[src/logic/acrs_pkg.sv]
// Purpose: Shared constants, types and helpers for the clock generator 3 reference selector.
// Assumes: Registers are 16 bits wide and sit in the low half of a 32-bit Wishbone word.
// Notes: Register indices are word indices; the byte address is four times the index.
package acrs_pkg;
    localparam int WB_ADR_W = 18;
    localparam int NUM_MP = 10;
    localparam int REG_W = 16;
    // Register indices.
    localparam logic [15:0] DENOM_IDX = 16'hf024;
    localparam logic [15:0] NUMER_IDX = 16'hf025;
    localparam logic [15:0] SRC_IDX = 16'hf026;
    localparam logic [15:0] STATUS_IDX = 16'hf027;
    // Reset values.
    localparam logic [15:0] DENOM_RESET = 16'h0000;
    localparam logic [15:0] NUMER_RESET = 16'h0000;
    localparam logic [15:0] SRC_RESET = 16'h000e;
    // Field layout of the reference source register.
    localparam int SRC_EXT_BIT = 4;
    localparam int SRC_PIN_LSB = 0;
    localparam int SRC_PIN_W = 4;
    localparam logic [15:0] SRC_WMASK = 16'h001f;
    // Field layout of the status register.
    localparam int STAT_EXT_BIT = 0;
    localparam int STAT_ABSENT_BIT = 1;
    localparam int STAT_LEVEL_BIT = 2;
    // Reference pin codes.
    localparam logic [3:0] PIN_LAST_MP = 4'h9;
    localparam logic [3:0] PIN_RX_CODE = 4'he;
    // Divisor applied to the numerator when an external reference is used.
    localparam logic [16:0] EXT_MODULUS = 17'h00400;

    typedef struct packed {
        logic extRef;
        logic [SRC_PIN_W-1:0] refPin;
    } acrs_ctrl_t;

    typedef struct packed {
        logic valid;
        logic isRx;
        logic [3:0] mpIdx;
    } acrs_route_t;

    function automatic logic [WB_ADR_W-1:0] acrs_byte_adr(input logic [15:0] idx);
        acrs_byte_adr = {idx, 2'b00};
    endfunction : acrs_byte_adr

    function automatic acrs_route_t acrs_decode(input logic [3:0] code);
        acrs_route_t r;
        r = '0;
        if (code <= PIN_LAST_MP) begin
            r.valid = 1'b1;
            r.mpIdx = code;
        end else if (code == PIN_RX_CODE) begin
            r.valid = 1'b1;
            r.isRx = 1'b1;
        end
        acrs_decode = r;
    endfunction : acrs_decode

    function automatic logic [15:0] acrs_merge(input logic [15:0] old, input logic [15:0] wdat,
                                               input logic [1:0] sel);
        acrs_merge = {sel[1] ? wdat[15:8] : old[15:8], sel[0] ? wdat[7:0] : old[7:0]};
    endfunction : acrs_merge
endpackage : acrs_pkg

[src/logic/acrs_rate_acc.sv]
// Purpose: Fractional rate accumulator that turns added increments into base rate ticks.
// Assumes: At most one tick leaves per cycle; excess stays in the accumulator.
// Notes: A zero modulus stops all ticks.
`timescale 1ns/1ps
`default_nettype none
module acrs_rate_acc #(
    parameter int ACC_W = 20
) (
    // Clock and reset.
    input wire logic sys_clk,
    input wire logic rst_b,
    // Control.
    input wire logic clr,
    input wire logic addEn,
    input wire logic [15:0] addVal,
    input wire logic [16:0] modulus,
    // Output.
    output logic tick
);
    logic [ACC_W-1:0] acc_r;
    logic [ACC_W-1:0] acc_nxt;
    logic [ACC_W:0] sum;
    logic [ACC_W-1:0] held;
    logic tick_nxt;

    // The sum saturates so a fast internal increment cannot wrap the count.
    always_comb begin
        sum = {1'b0, acc_r} + (addEn ? (ACC_W+1)'(addVal) : '0);
        held = sum[ACC_W] ? '1 : sum[ACC_W-1:0];
        tick_nxt = 1'b0;
        acc_nxt = held;
        if (modulus != 17'h00000 && held >= ACC_W'(modulus)) begin
            tick_nxt = 1'b1;
            acc_nxt = held - ACC_W'(modulus);
        end
    end

    always_ff @(posedge sys_clk or negedge rst_b) begin
        if (!rst_b) begin
            acc_r <= '0;
        end else if (clr) begin
            acc_r <= '0;
        end else begin
            acc_r <= acc_nxt;
        end
    end

    always_ff @(posedge sys_clk or negedge rst_b) begin
        if (!rst_b) begin
            tick <= 1'b0;
        end else begin
            tick <= tick_nxt & ~clr;
        end
    end
endmodule : acrs_rate_acc
`default_nettype wire

[src/logic/acrs_clkgen3_ref.sv]
// Purpose: Reference source selection and base rate generation for clock generator 3.
// Assumes: Classic Wishbone slave, 32-bit data, registers in the low 16 bits.
// Notes: Reference pins are asynchronous and pass two flip-flops before use.
// Behaviour
// - Bit 4 of the reference source register picks the PLL (clear) or an external pin (set) as reference.
// - With the PLL as reference the base rate is the system clock scaled by numerator over denominator.
// - With an external reference the base rate is its frequency times the numerator over 1024, denominator ignored.
// - Bits 3:0 choose the external reference input and reset to 0xE.
// - Code 0000 routes multipurpose pin 0 and code 0001 routes multipurpose pin 1.
// - Code 1110 routes the audio receiver sample clock, so 48 kHz with numerator 2048 gives 96 kHz.
// - The reference source register resets to 0x000E with bits 15:5 reserved as zero.
// - Codes 0010 to 1001 route multipurpose pins 2 to 9 in order.
// - The numerator is a 16-bit unsigned integer feeding the rate in both modes.
//
// Implementation choice: the Wishbone slave port.
`timescale 1ns/1ps
`default_nettype none
module acrs_clkgen3_ref
    import acrs_pkg::*;
#(
    parameter int ACC_W = 20
) (
    // Clock and reset.
    input wire logic sys_clk,
    input wire logic rst_b,
    // Wishbone slave.
    input wire logic wb_cyc_i,
    input wire logic wb_stb_i,
    input wire logic wb_we_i,
    input wire logic [WB_ADR_W-1:0] wb_adr_i,
    input wire logic [3:0] wb_sel_i,
    input wire logic [31:0] wb_dat_i,
    output logic [31:0] wb_dat_o,
    output logic wb_ack_o,
    // Reference inputs.
    input wire logic [NUM_MP-1:0] multipurposePin,
    input wire logic rxSampleClk,
    // Generator outputs.
    output logic baseRateTick,
    output logic extRefActive,
    output logic refAbsent
);
    localparam int NSYNC = NUM_MP + 1;

    logic [15:0] srcReg_r;
    logic [15:0] numer_r;
    logic [15:0] denom_r;
    acrs_ctrl_t ctrl;
    acrs_ctrl_t ctrlPrev_r;
    acrs_route_t route;
    logic reqNew;
    logic wrTake;
    logic [NSYNC-1:0] sync1_r;
    logic [NSYNC-1:0] sync2_r;
    logic [NSYNC-1:0] sync3_r;
    logic selLevel;
    logic selPrev;
    logic refEdge;
    logic extMode;
    logic addEn;
    logic [16:0] modulus;
    logic clr;
    logic [31:0] rdData;

    // Bus handshake: ack one cycle after the request, dropped the cycle after.
    assign reqNew = wb_cyc_i & wb_stb_i & ~wb_ack_o;
    assign wrTake = wb_cyc_i & wb_stb_i & wb_we_i & wb_ack_o;

    always_ff @(posedge sys_clk or negedge rst_b) begin
        if (!rst_b) begin
            wb_ack_o <= 1'b0;
        end else begin
            wb_ack_o <= reqNew;
        end
    end

    // Unmapped addresses read as zero and ignore writes.
    always_comb begin
        rdData = 32'h00000000;
        if (wb_adr_i == acrs_byte_adr(SRC_IDX)) begin
            rdData[15:0] = srcReg_r;
        end else if (wb_adr_i == acrs_byte_adr(NUMER_IDX)) begin
            rdData[15:0] = numer_r;
        end else if (wb_adr_i == acrs_byte_adr(DENOM_IDX)) begin
            rdData[15:0] = denom_r;
        end else if (wb_adr_i == acrs_byte_adr(STATUS_IDX)) begin
            rdData[STAT_EXT_BIT] = extMode;
            rdData[STAT_ABSENT_BIT] = refAbsent;
            rdData[STAT_LEVEL_BIT] = selLevel;
        end
    end

    always_ff @(posedge sys_clk or negedge rst_b) begin
        if (!rst_b) begin
            wb_dat_o <= 32'h00000000;
        end else if (reqNew && !wb_we_i) begin
            wb_dat_o <= rdData;
        end
    end

    // Reserved bits are masked so they always read back as zero.
    always_ff @(posedge sys_clk or negedge rst_b) begin
        if (!rst_b) begin
            srcReg_r <= SRC_RESET;
        end else if (wrTake && wb_adr_i == acrs_byte_adr(SRC_IDX)) begin
            srcReg_r <= acrs_merge(srcReg_r, wb_dat_i[15:0], wb_sel_i[1:0]) & SRC_WMASK;
        end
    end

    always_ff @(posedge sys_clk or negedge rst_b) begin
        if (!rst_b) begin
            numer_r <= NUMER_RESET;
        end else if (wrTake && wb_adr_i == acrs_byte_adr(NUMER_IDX)) begin
            numer_r <= acrs_merge(numer_r, wb_dat_i[15:0], wb_sel_i[1:0]);
        end
    end

    always_ff @(posedge sys_clk or negedge rst_b) begin
        if (!rst_b) begin
            denom_r <= DENOM_RESET;
        end else if (wrTake && wb_adr_i == acrs_byte_adr(DENOM_IDX)) begin
            denom_r <= acrs_merge(denom_r, wb_dat_i[15:0], wb_sel_i[1:0]);
        end
    end

    // Control fields and input routing.
    assign ctrl = acrs_ctrl_t'(srcReg_r[SRC_EXT_BIT:SRC_PIN_LSB]);
    assign extMode = ctrl.extRef;
    assign route = acrs_decode(ctrl.refPin);

    // Reference inputs are resynchronised; edges are seen between stages two and three.
    always_ff @(posedge sys_clk or negedge rst_b) begin
        if (!rst_b) begin
            sync1_r <= '0;
            sync2_r <= '0;
            sync3_r <= '0;
        end else begin
            sync1_r <= {rxSampleClk, multipurposePin};
            sync2_r <= sync1_r;
            sync3_r <= sync2_r;
        end
    end

    always_comb begin
        selLevel = 1'b0;
        selPrev = 1'b0;
        if (route.isRx) begin
            selLevel = sync2_r[NUM_MP];
            selPrev = sync3_r[NUM_MP];
        end else if (route.valid) begin
            selLevel = sync2_r[route.mpIdx];
            selPrev = sync3_r[route.mpIdx];
        end
    end

    // Only the rising edge counts, so the duty cycle of the source does not matter.
    assign refEdge = selLevel & ~selPrev;

    // The PLL path adds the numerator every system clock; the external path once per reference edge.
    assign addEn = extMode ? (route.valid & refEdge) : 1'b1;
    assign modulus = extMode ? EXT_MODULUS : {1'b0, denom_r};

    // Any change of source restarts the accumulator so no stale fraction leaks across.
    always_ff @(posedge sys_clk or negedge rst_b) begin
        if (!rst_b) begin
            ctrlPrev_r <= acrs_ctrl_t'(SRC_RESET[SRC_EXT_BIT:SRC_PIN_LSB]);
        end else begin
            ctrlPrev_r <= ctrl;
        end
    end

    assign clr = (ctrl != ctrlPrev_r);

    acrs_rate_acc #(
        .ACC_W(ACC_W)
    ) u_rate_acc (
        .sys_clk(sys_clk),
        .rst_b(rst_b),
        .clr(clr),
        .addEn(addEn),
        .addVal(numer_r),
        .modulus(modulus),
        .tick(baseRateTick)
    );

    always_ff @(posedge sys_clk or negedge rst_b) begin
        if (!rst_b) begin
            extRefActive <= 1'b0;
            refAbsent <= 1'b0;
        end else begin
            extRefActive <= extMode;
            refAbsent <= extMode & ~route.valid;
        end
    end
endmodule : acrs_clkgen3_ref
`default_nettype wire

[config.mk]
export PLATFORM = sky130hd
export DESIGN_NAME = acrs_clkgen3_ref
export DESIGN_NICKNAME = d
export VERILOG_FILES = /design/src/logic/acrs_pkg.sv /design/src/logic/acrs_rate_acc.sv /design/src/logic/acrs_clkgen3_ref.sv
export SDC_FILE = /design/constraint.sdc
export NUM_CORES = 1
export LEC_CHECK = 0
export BUFFER_PORTS_ARGS = -buffer_cell sky130_fd_sc_hd__buf_2
export CORE_MARGIN = 5
export CORE_UTILIZATION = 55
export DETAILED_ROUTE_END_ITERATION = 8
export PLACE_DENSITY = 0.78
export SLEW_MARGIN = 20
export SYNTH_ARGS = -nofsm -noshare
export SYNTH_HDL_FRONTEND = slang
export SYNTH_SLANG_ARGS = --single-unit
[constraint.sdc]
create_clock -name sys_clk -period 11 [get_ports sys_clk]
set_clock_uncertainty 0.15 [all_clocks]
set_input_delay 0.55 -clock sys_clk [delete_from_list [all_inputs] [get_ports sys_clk]]
set_output_delay 0.55 -clock sys_clk [all_outputs]
set_load 0.1 [all_outputs]
* Word level (Yosys, flattened, before mapping)
Cells that the tools add are included.
** Word-level totals
- Memory bits (writable) :: 0
- Flip-flop bits (word level) :: 114
- Bits in latches :: 0
- Bits in read-only memories :: 0
- Input bits :: 70
- Memories :: 0
** Cells by class
- Multiplexer cells :: 24
- $add $sub $neg :: 2
- Divide/modulo/power cells :: 0
- Bitwise gates (word level) :: 12
- Shifts and indexed selects :: 0
- Magnitude comparators :: 3
- Multiply operators :: 0
- Reductions and logical operators :: 12
- Eq/ne operators :: 6
** Operator list (number)
- $eq A18 B18 Y1 const B :: 4
- $mux W16 :: 4
- $mux W20 :: 3
- $add A20 B21 Y21 :: 1
- $ge A20 B16 Y1 :: 1
- $sub A20 B16 Y20 :: 1
- $reduce_bool A17 Y1 :: 1
- $mux W13 :: 1
- $mux W1 :: 10
- $reduce_and A2 Y1 :: 5
- $and A1 B1 Y1 :: 8
- $bmux W1 S4 :: 2
- $mux W3 :: 2
- $logic_and A1 B1 Y1 :: 5
- $lt A4 B5 Y1 const B :: 1
- $ne A5 B5 Y1 :: 1
- $eq A4 B4 Y1 const B :: 1
- $le A4 B4 Y1 const B :: 1
- $mux W4 :: 1
- $not A1 Y1 :: 4
- $mux W2 :: 1
- $logic_not A1 Y1 :: 1

* Logic depth before layout (Yosys ltp)
Gate-level depths: netlist of run 1.
- Depth in word-level cells :: 17
- Gate-level depth with buffers :: 30
- Gate-level depth less buffers :: 27

* Cells and area by module
Synthesis of run 1 repeated with hierarchy kept, for this count alone.
** Unflattened totals
- Cell total of the unflattened synthesis :: 664
- Area total of the unflattened synthesis :: 6864.1 µm²
** Modules (own cells, without submodules)
- acrs_clkgen3_ref :: area each 3921.3 µm², cells an instance 301, instances 1
- acrs_rate_acc :: area each 2942.8 µm², cells an instance 363, instances 1

* Least setup slack after synthesis of run 1
No wires, ideal clock.
- Path kind :: register -> register
- Start :: register srcReg_r[3]
- End :: register u_rate_acc.acc_r[11]
- Data required time :: 10718 ps
- Stages on the path, launching flop included :: 28
- Arrival :: 6214 ps
- Buffers on the path :: 3
- Setup slack :: 4504 ps
- Cell sequence :: dfstp_2 -> clkbuf_1 -> o21ai_0 -> nand2_1 -> mux4_2 -> a31oi_1 -> o21ai_0 -> and2_1 -> ha_1 -> fa_1 -> a211oi_1 -> o21ai_1 -> o211ai_1 -> nand2_1 -> nand3_1 -> clkbuf_1 -> nand2_1 -> ha_1 -> a21o_1 -> a221oi_2 -> o21ai_2 -> a221oi_2 -> o31ai_1 -> a211o_1 -> o31ai_4 -> buf_4 -> mux2i_1 -> nor2_1
** On the way
- Cells in the longest elaborated chain, start to end :: 17
- Elaborated cells between the ends (all ways) :: 27
** Ends and longest elaborated chain
- from (decl) :: RTL line acrs_clkgen3_ref.sv:45 : logic [15:0] srcReg_r;
- from (signal assigned) :: RTL line acrs_clkgen3_ref.sv:106 : srcReg_r <= acrs_merge(srcReg_r, wb_dat_i[15:0], wb_sel_i[1:0]) & SRC_WMASK;
- $le A4 B4 Y1 :: RTL line acrs_pkg.sv:50 : if (code <= PIN_LAST_MP) begin
- $mux W4 :: RTL line acrs_pkg.sv:50
- $bmux W1 S4 :: RTL line acrs_clkgen3_ref.sv:152 : selPrev = sync3_r[route.mpIdx];
- $mux W1 (not written as such) :: RTL line acrs_clkgen3_ref.sv:152
- $mux W1 :: RTL line acrs_clkgen3_ref.sv:150 : end else if (route.valid) begin
- $mux W1 :: RTL line acrs_clkgen3_ref.sv:147 : if (route.isRx) begin
- $not A1 Y1 :: RTL line acrs_clkgen3_ref.sv:157 : assign refEdge = selLevel & ~selPrev;
- $and A1 B1 Y1 :: RTL line acrs_clkgen3_ref.sv:157
- $and A1 B1 Y1 :: RTL line acrs_clkgen3_ref.sv:160 : assign addEn = extMode ? (route.valid & refEdge) : 1'b1;
- $mux W1 :: RTL line acrs_clkgen3_ref.sv:160
- $mux W16 :: RTL line acrs_rate_acc.sv:28 : sum = {1'b0, acc_r} + (addEn ? (ACC_W+1)'(addVal) : '0);
- $add A20 B21 Y21 :: RTL line acrs_rate_acc.sv:28
- $mux W20 :: RTL line acrs_rate_acc.sv:29 : held = sum[ACC_W] ? '1 : sum[ACC_W-1:0];
- $ge A20 B16 Y1 :: RTL line acrs_rate_acc.sv:32 : if (modulus != 17'h00000 && held >= ACC_W'(modulus)) begin
- $logic_and A1 B1 Y1 :: RTL line acrs_rate_acc.sv:32
- $mux W20 :: RTL line acrs_rate_acc.sv:32
- $mux W20 (*) :: RTL line acrs_rate_acc.sv:41 : end else if (clr) begin
- to (signal assigned) :: RTL line acrs_rate_acc.sv:44 : acc_r <= acc_nxt;
- to (decl) :: RTL line acrs_rate_acc.sv:20 : logic [ACC_W-1:0] acc_r;
Mark *: on every way between the ends. The rest lies on a longest branch, timed or not. The select of a mux whose other input is x is not followed.
A chain may end at the register's enable or synchronous reset.

* Final worst setup path of run 1
- Start :: register srcReg_r[0]
- End :: register u_rate_acc.acc_r[0]
Same word-level chain as after synthesis.

==> impl_metrics.py, run 1 <==
metrics = {
    "run_status": {
        "status": "completed",
    },
    "setup_path": {
        "reg2reg_depth": 26,
        "rr_endpoint": "u_rate_acc.acc_r[0]",
        "crit_arrival_ns": 8.77,
        "rrSetupSlack_ns": 2.43,
        "setup.worst_path.start_class": "flip-flop",
        "worstPathMaxFanout": 18,
        "startpoint": "srcReg_r[0]",
        "reg2reg_from": "srcReg_r[0]",
        "endpoint_kind": "flip-flop",
        "crit_required_ns": 11.20,
        "critPathKind": "reg2reg",
        "endpoint": "u_rate_acc.acc_r[0]",
    },
    "final_layout": {
        "multiInputGateArea_mm2": 0.00343,
        "final_cell_mix": "dfrtp_1, nand2_1, buf_2, nor2_1, mux2_2",
        "area_growth_pct": 15.7,
        "final_common_cell": "dfrtp_1",
        "drive_gt1_frac": 0.239,
        "fillers": 834,
        "regArea_mm2": 0.00286,
        "nets": 793,
        "final_util": 0.653,
        "stdcell_area_mm2": 0.00749,
        "n_antenna_cell": 0,
    },
    "placed_design": {
        "placed_area_mm2": 0.00689,
        "port_buffers": 71,
        "dp_hpwl_um": 11100,
        "place.gp.congestion": 0.937,
    },
    "drt": {
        "dr.pass1.iters": 5,
        "via_per_inst": 5.98,
        "antenna_left": 0,
        "vias": 5056,
        "first_iter_violations": 388,
        "drc": 0,
        "drt-total-wl_um": 15700,
        "wl_per_cell_um": 18.5,
    },
    "die": {
        "die_y_um": 119,
        "core_mm2": 0.0115,
        "pin_count": 106,
        "dieArea_mm2": 0.0140,
        "initial_utilization": 0.565,
        "fp.dieW_um": 119,
        "rows": 39,
    },
    "power": {
        "swShare": 0.351,
        "p_int_mw": 1.06,
        "p_sw_uw": 574,
        "power.share.sequential": 0.300,
        "ir_drop_v": 0.000164,
        "p_comb_frac": 0.356,
        "p_clk_frac": 0.344,
        "leakagePower_nw": 3.54,
        "power.density_mw_per_mm2": 218,
    },
    "cts": {
        "clock_path_buffers": 2,
        "cts.clk_slew.worst_paths_ns": 0.06,
        "cts_tree": "built",
        "clk-insertion-delay-late_ns": 0.42,
        "root_buffer": "clkbuf_16",
        "cts_setup_buffers": 0,
        "clock_sinks": 114,
        "hold_buffers": 0,
        "cts_buffers": 17,
        "htreeDepth": 4,
        "cts_resized": 0,
    },
    "job": {
        "cap_violations": 0,
    },
    "logic_synthesis": {
        "syn_area_mm2": 0.00648,
        "synth.area.mux_share": 0.127,
        "ys_types": 66,
        "ys.flop_type": "dfrtp_1",
        "ys_seq_area_frac": 0.442,
        "synthSimpleGateAreaFrac": 0.146,
        "synth-xor-area-share": 0.0473,
        "synthCells": 617,
        "synth-seq-cells": 114,
        "synth_top_family_by_area": "simple AND/OR/NAND/NOR gates",
        "synth_warnings": 0,
        "synth_edf_count": 0,
        "async_reset_ff_frac": 1.00,
        "synth-adder-area-share": 0.0680,
        "synth_compound_area_frac": 0.133,
        "avgSynthCellArea_um2": 10.5,
    },
    "grt": {
        "grt_max_degree": 70,
        "antenna_found_initial": 0,
        "grt_pass1_vias": 5099,
        "overflow": 0,
        "grt_usage": 0.231,
        "grt_first_pass_wirelength_um": 26100,
    },
    "sta": {
        "finalSetupViolCount": 0,
        "finalSetupTns_ns": 0,
        "slew_headroom": 0.365,
        "post-route-period-util": 0.779,
        "layout_min_cycle_time_ns": 8.57,
        "grt_setup_unrepaired": "false",
        "fin_hold_ws_ns": 0.0847,
        "hold_violations": 0,
        "fmax_ghz": 0.117,
        "worst_pin_slew_ns": 0.951,
        "slew_viol_final": 0,
    },
    "min_path": {
        "min_path_type": "in2async",
    },
}
==> flip-flops by register name (all words and copies together), names as in the netlist, 4 cells and up <==
signal and cells:
u_rate_acc.acc_r 20, sync3_r 11, numer_r 16, srcReg_r 5
wb_dat_o 16, sync1_r 11, ctrlPrev_r 4, sync2_r 11
denom_r 16
==> cells in the mapped netlist, drive strengths merged (2+ instances only) <==
| cell type | n | share of area |
|---|---|---|
| a211oi | 6 | 0.0070 |
| a21o | 14 | 0.016 |
| a21oi | 30 | 0.023 |
| a221oi | 2 | 0.0046 |
| a22oi | 2 | 0.0023 |
| a311oi | 2 | 0.0046 |
| a31oi | 4 | 0.0039 |
| and2 | 17 | 0.016 |
| and3 | 4 | 0.0039 |
| and4 | 2 | 0.0027 |
| buf | 22 | 0.024 |
| clkbuf | 15 | 0.0087 |
| dfrtp | 108 | 0.42 |
| dfstp | 6 | 0.024 |
| fa | 2 | 0.0062 |
| ha | 32 | 0.062 |
| inv | 7 | 0.0041 |
| mux2 | 38 | 0.066 |
| mux2i | 28 | 0.043 |
| mux4 | 5 | 0.017 |
| nand2 | 72 | 0.042 |
| nand2b | 6 | 0.0058 |
| nand3 | 11 | 0.0093 |
| nand3b | 6 | 0.0070 |
| nand4 | 4 | 0.0039 |
| nor2 | 41 | 0.024 |
| nor2b | 2 | 0.0019 |
| nor3 | 12 | 0.011 |
| nor3b | 3 | 0.0035 |
| nor4 | 2 | 0.0019 |
| o2111ai | 2 | 0.0027 |
| o211a | 2 | 0.0031 |
| o211ai | 6 | 0.0085 |
| o21a | 3 | 0.0035 |
| o21ai | 31 | 0.025 |
| o21bai | 3 | 0.0035 |
| o31ai | 9 | 0.013 |
| or3 | 5 | 0.0048 |
| xnor2 | 17 | 0.023 |
| xor2 | 18 | 0.024 |
==> through the flow <==
step                setup WS, ns  total power, mW  cells
finish                      2.43             1.63    845
global route                1.90             1.72    845
CTS                         2.52             1.63    845
detailed placement          2.71             1.06    813
global placement            2.85             1.04    813
floorplan                   4.50            0.951    632
==> per-layer routing <==
layer / vias to the layer above / GRT usage / wire length [µm] / part of all wire
met4: 0 / 0.0702 / 308 / 0.020
met1: 2466 / 0.304 / 6870 / 0.44
met3: 35 / 0.0649 / 1190 / 0.076
met2: 220 / 0.374 / 7310 / 0.47
li1: 2335 / - / - / -
met5: - / 0 / 0 / 0
==> power by group through the flow <==
stage	Combinational (mW)	Clock [mW]	Sequential (mW)
global placement	0.544	0	0.494
CTS	0.574	0.565	0.490
finish	0.582	0.562	0.490
floorplan	0.456	0	0.494
detailed placement	0.562	0	0.495
global route	0.640	0.586	0.494
==> area by class of cell <==
cell class	instances	area share
flip-flops and latches	114	0.382
multi-input cells	473	0.458
clock buffers	20	0.0596
clock inverters	12	0.0210
well taps	143	0.0239
inverters	8	0.00401
repair buffers	75	0.0518
==> worst max-delay path, stage by stage, from the launching register on <==
cell and delay, ns:
dfrtp_1 0.65, mux4_2 0.60, a22oi_1 0.20, nor2_1 0.09, a31oi_1 0.20, o21ai_0 0.13
buf_4 0.21, and2_1 0.20, ha_1 0.23, fa_1 0.44, a211oi_1 0.29, o21ai_1 0.21
o211ai_1 0.30, nand2_1 0.17, nand3_1 0.66, nand2b_1 0.25, fa_1 0.47, a21o_1 0.24
a221oi_2 0.39, o21ai_2 0.18, a221oi_2 0.25, o31ai_1 0.18, a211o_1 0.32, o31ai_4 0.67
buf_4 0.35, mux2_1 0.35, nor2_1 0.09
==> worst min path at each step <==
stage,startpoint,to,slack [ns]
6_report,rst_b,sync2_r[0],0.08
5_1_grt,multipurposePin[0],sync1_r[0],0.07
4_1_cts,multipurposePin[0],sync1_r[0],0.07
3_5_place_dp,sync1_r[10],sync2_r[10],0.18
3_3_place_gp,sync1_r[2],sync2_r[2],0.18
2_1_floorplan,rst_b,ctrlPrev_r[0],0.10
==> kinds of logic after synthesis <==
| group | Yosys count |
|---|---|
| simple gates | 192 |
| compound gates | 125 |
| flops | 114 |
| mux | 71 |
| buf+inv | 45 |
| xor+xnor | 35 |
| fa+ha+maj | 34 |
| other cells | 1 |
No activity file was read; power rests on OpenSTA's default activity.
==> inputs of run 2 (changes only) <==
clock period = 8.8 ns   (was 11 ns; I/O delays follow)
==> run 2 against run 1 <==
  * Clock power rose by 26%
  * Sequential power rose by 24%
  * Total power rose by 25%
  * Worst setup slack got worse by 1.3 ns
  * Utilization rose by 1.2 points
  * Wire length fell by 0.43%
  * Combinational power rose by 26%
  * Count of clock-buffer cells in the layout fell by 3
  * Final cell count rose by 1.5%
  * Die area did not move
==> impl_metrics.py, run 2 (synthesized netlist as in run 1, its figures left out) <==
metrics = {
    "cts": {
        "htreeDepth": 4,
        "root_buffer": "clkbuf_16",
        "cts_buffers": 17,
        "clock_sinks": 114,
        "cts_tree": "built",
        "cts.clk_slew.worst_paths_ns": 0.06,
        "cts_resized": 0,
        "clock_path_buffers": 2,
        "clk-insertion-delay-late_ns": 0.42,
    },
    "grt": {
        "antenna_found_initial": 0,
        "grt_pass1_vias": 5313,
        "grt_first_pass_wirelength_um": 26200,
        "grt_usage": 0.229,
        "grt_max_degree": 69,
        "overflow": 0,
    },
    "drt": {
        "vias": 5073,
        "drt-total-wl_um": 15600,
        "first_iter_violations": 341,
        "drc": 0,
        "dr.pass1.iters": 5,
        "antenna_left": 0,
        "via_per_inst": 5.91,
        "wl_per_cell_um": 18.2,
    },
    "final_layout": {
        "final_common_cell": "dfrtp_1",
        "largest_register_ffs": 20,
        "area_growth_pct": 17.8,
        "multiInputGateArea_mm2": 0.00343,
        "drive_gt1_frac": 0.239,
        "stdcell_area_mm2": 0.00763,
        "top_register": "u_rate_acc.acc_r",
        "nets": 806,
        "fillers": 802,
        "final_cell_mix": "dfrtp_1, nand2_1, buf_2, nor2_1, mux2_2",
        "regArea_mm2": 0.00286,
        "n_antenna_cell": 0,
    },
    "placed_design": {
        "placed_area_mm2": 0.00690,
        "dp_hpwl_um": 11200,
        "port_buffers": 71,
        "place.gp.congestion": 0.934,
        "pre_cts_slack_ns": 1.27,
    },
    "die": {
        "die_y_um": 119,
        "core_mm2": 0.0115,
        "fp.dieW_um": 119,
        "initial_utilization": 0.565,
        "dieArea_mm2": 0.0140,
        "rows": 39,
        "pin_count": 106,
    },
    "setup_path": {
        "endpoint_kind": "flip-flop",
        "rr_endpoint": "u_rate_acc.acc_r[13]",
        "cpMaxStageDelayCell": "dfrtp_1",
        "reg2reg_from": "srcReg_r[0]",
        "crit_required_ns": 8.91,
        "reg2reg_depth": 28,
        "startpoint": "srcReg_r[0]",
        "worstPathMaxFanout": 16,
        "setup.worst_path.start_class": "flip-flop",
        "crit_arrival_ns": 7.78,
        "cpMostUsedCell": "nor2_1",
        "critPathKind": "reg2reg",
        "max_stage_delay_ns": 0.67,
        "endpoint": "u_rate_acc.acc_r[13]",
        "rrSetupSlack_ns": 1.13,
    },
    "sta": {
        "fmax_ghz": 0.130,
        "layout_min_cycle_time_ns": 7.67,
        "slew_viol_final": 0,
        "post-route-period-util": 0.871,
        "finalSetupTns_ns": 0,
        "grt_setup_unrepaired": "false",
        "worst_pin_slew_ns": 0.986,
        "hold_violations": 0,
        "slew_headroom": 0.342,
        "setup_slack_ns": 1.13,
        "finalSetupViolCount": 0,
    },
    "power": {
        "p_clk_frac": 0.345,
        "p_total_mw": 2.05,
        "p_int_mw": 1.31,
        "power.density_mw_per_mm2": 268,
        "p_comb_frac": 0.357,
        "power.share.sequential": 0.297,
        "swShare": 0.361,
        "leakagePower_nw": 3.60,
        "p_sw_uw": 738,
        "ir_drop_v": 0.000176,
    },
    "min_path": {
        "whs_path_depth": 2,
        "min_path_type": "in2reg",
    },
    "job": {
        "cap_violations": 0,
    },
    "run_status": {
        "status": "completed",
    },
}
run 2: cell types whose count changed in the layout (fill, tap and decap cells not counted), moves of 2 or more:
cell	previous run	this run
inv_8	0	5
clkbuf_1	2	0
clkinv_2	2	0
clkinvlp_4	3	1
inv_6	2	5
dlygate4sd3_1	0	12
run 2: what timing repair did:
action	CTS	global route
buffers inserted	0	0
hold buffers	12	0
hold endpoints to repair	57	0
run 2: final cells by class:
class / count / area share
Clock buffer: 17 / 0.0558
Clock inverter: 15 / 0.0243
Inverter: 8 / 0.00394
Multi-Input combinational cell: 473 / 0.450
Sequential cell: 114 / 0.375
Tap cell: 143 / 0.0235
Timing Repair Buffer: 88 / 0.0676
run 2: worst min-delay path by stage:
stage,to,startpoint,slack (ns)
after global routing,numer_r[10],wb_dat_i[10],0.12
final,denom_r[9],wb_dat_i[9],0.12
after floorplan,ctrlPrev_r[0],rst_b,-0.006
after global placement,sync2_r[9],sync1_r[9],0.18
after CTS,denom_r[9],wb_dat_i[9],0.12
after detailed placement,sync2_r[2],sync1_r[2],0.18
run 2: routing by layer:
metal	vias up	part of all wire	routed length, µm	track usage
met3	33	0.066	1040	0.0635
met1	2504	0.44	6800	0.302
met4	0	0.021	321	0.0758
li1	2362	-	-	-
met2	174	0.48	7440	0.367
met5	-	0	0	0
run 2: critical path, delay by kind of cell, from the launching register on:
kind	cells	cell delay (ns)
fa+ha+maj	4	1.24
simple gates	6	0.90
flops	1	0.67
compound gates	13	3.15
buf+inv	3	0.59
mux	2	0.79
run 2: metrics by stage:
stage / utilization / std cells / hold slack, ns
2_1_floorplan: - / 632 / -0.00559
3_3_place_gp: 0.601 / 814 / 0.182
3_5_place_dp: 0.601 / 814 / 0.185
4_1_cts: 0.665 / 858 / 0.115
5_1_grt: 0.665 / 858 / 0.125
6_report: 0.665 / 858 / 0.122
run 2: power groups by stage:
| stage | Clock (mW) | Combinational, mW | Sequential (mW) |
|---|---|---|---|
| 2_1_floorplan | 0 | 0.570 | 0.618 |
| 3_3_place_gp | 0 | 0.680 | 0.615 |
| 3_5_place_dp | 0 | 0.707 | 0.617 |
| 4_1_cts | 0.713 | 0.719 | 0.608 |
| 5_1_grt | 0.746 | 0.809 | 0.614 |
| 6_report | 0.706 | 0.731 | 0.608 |
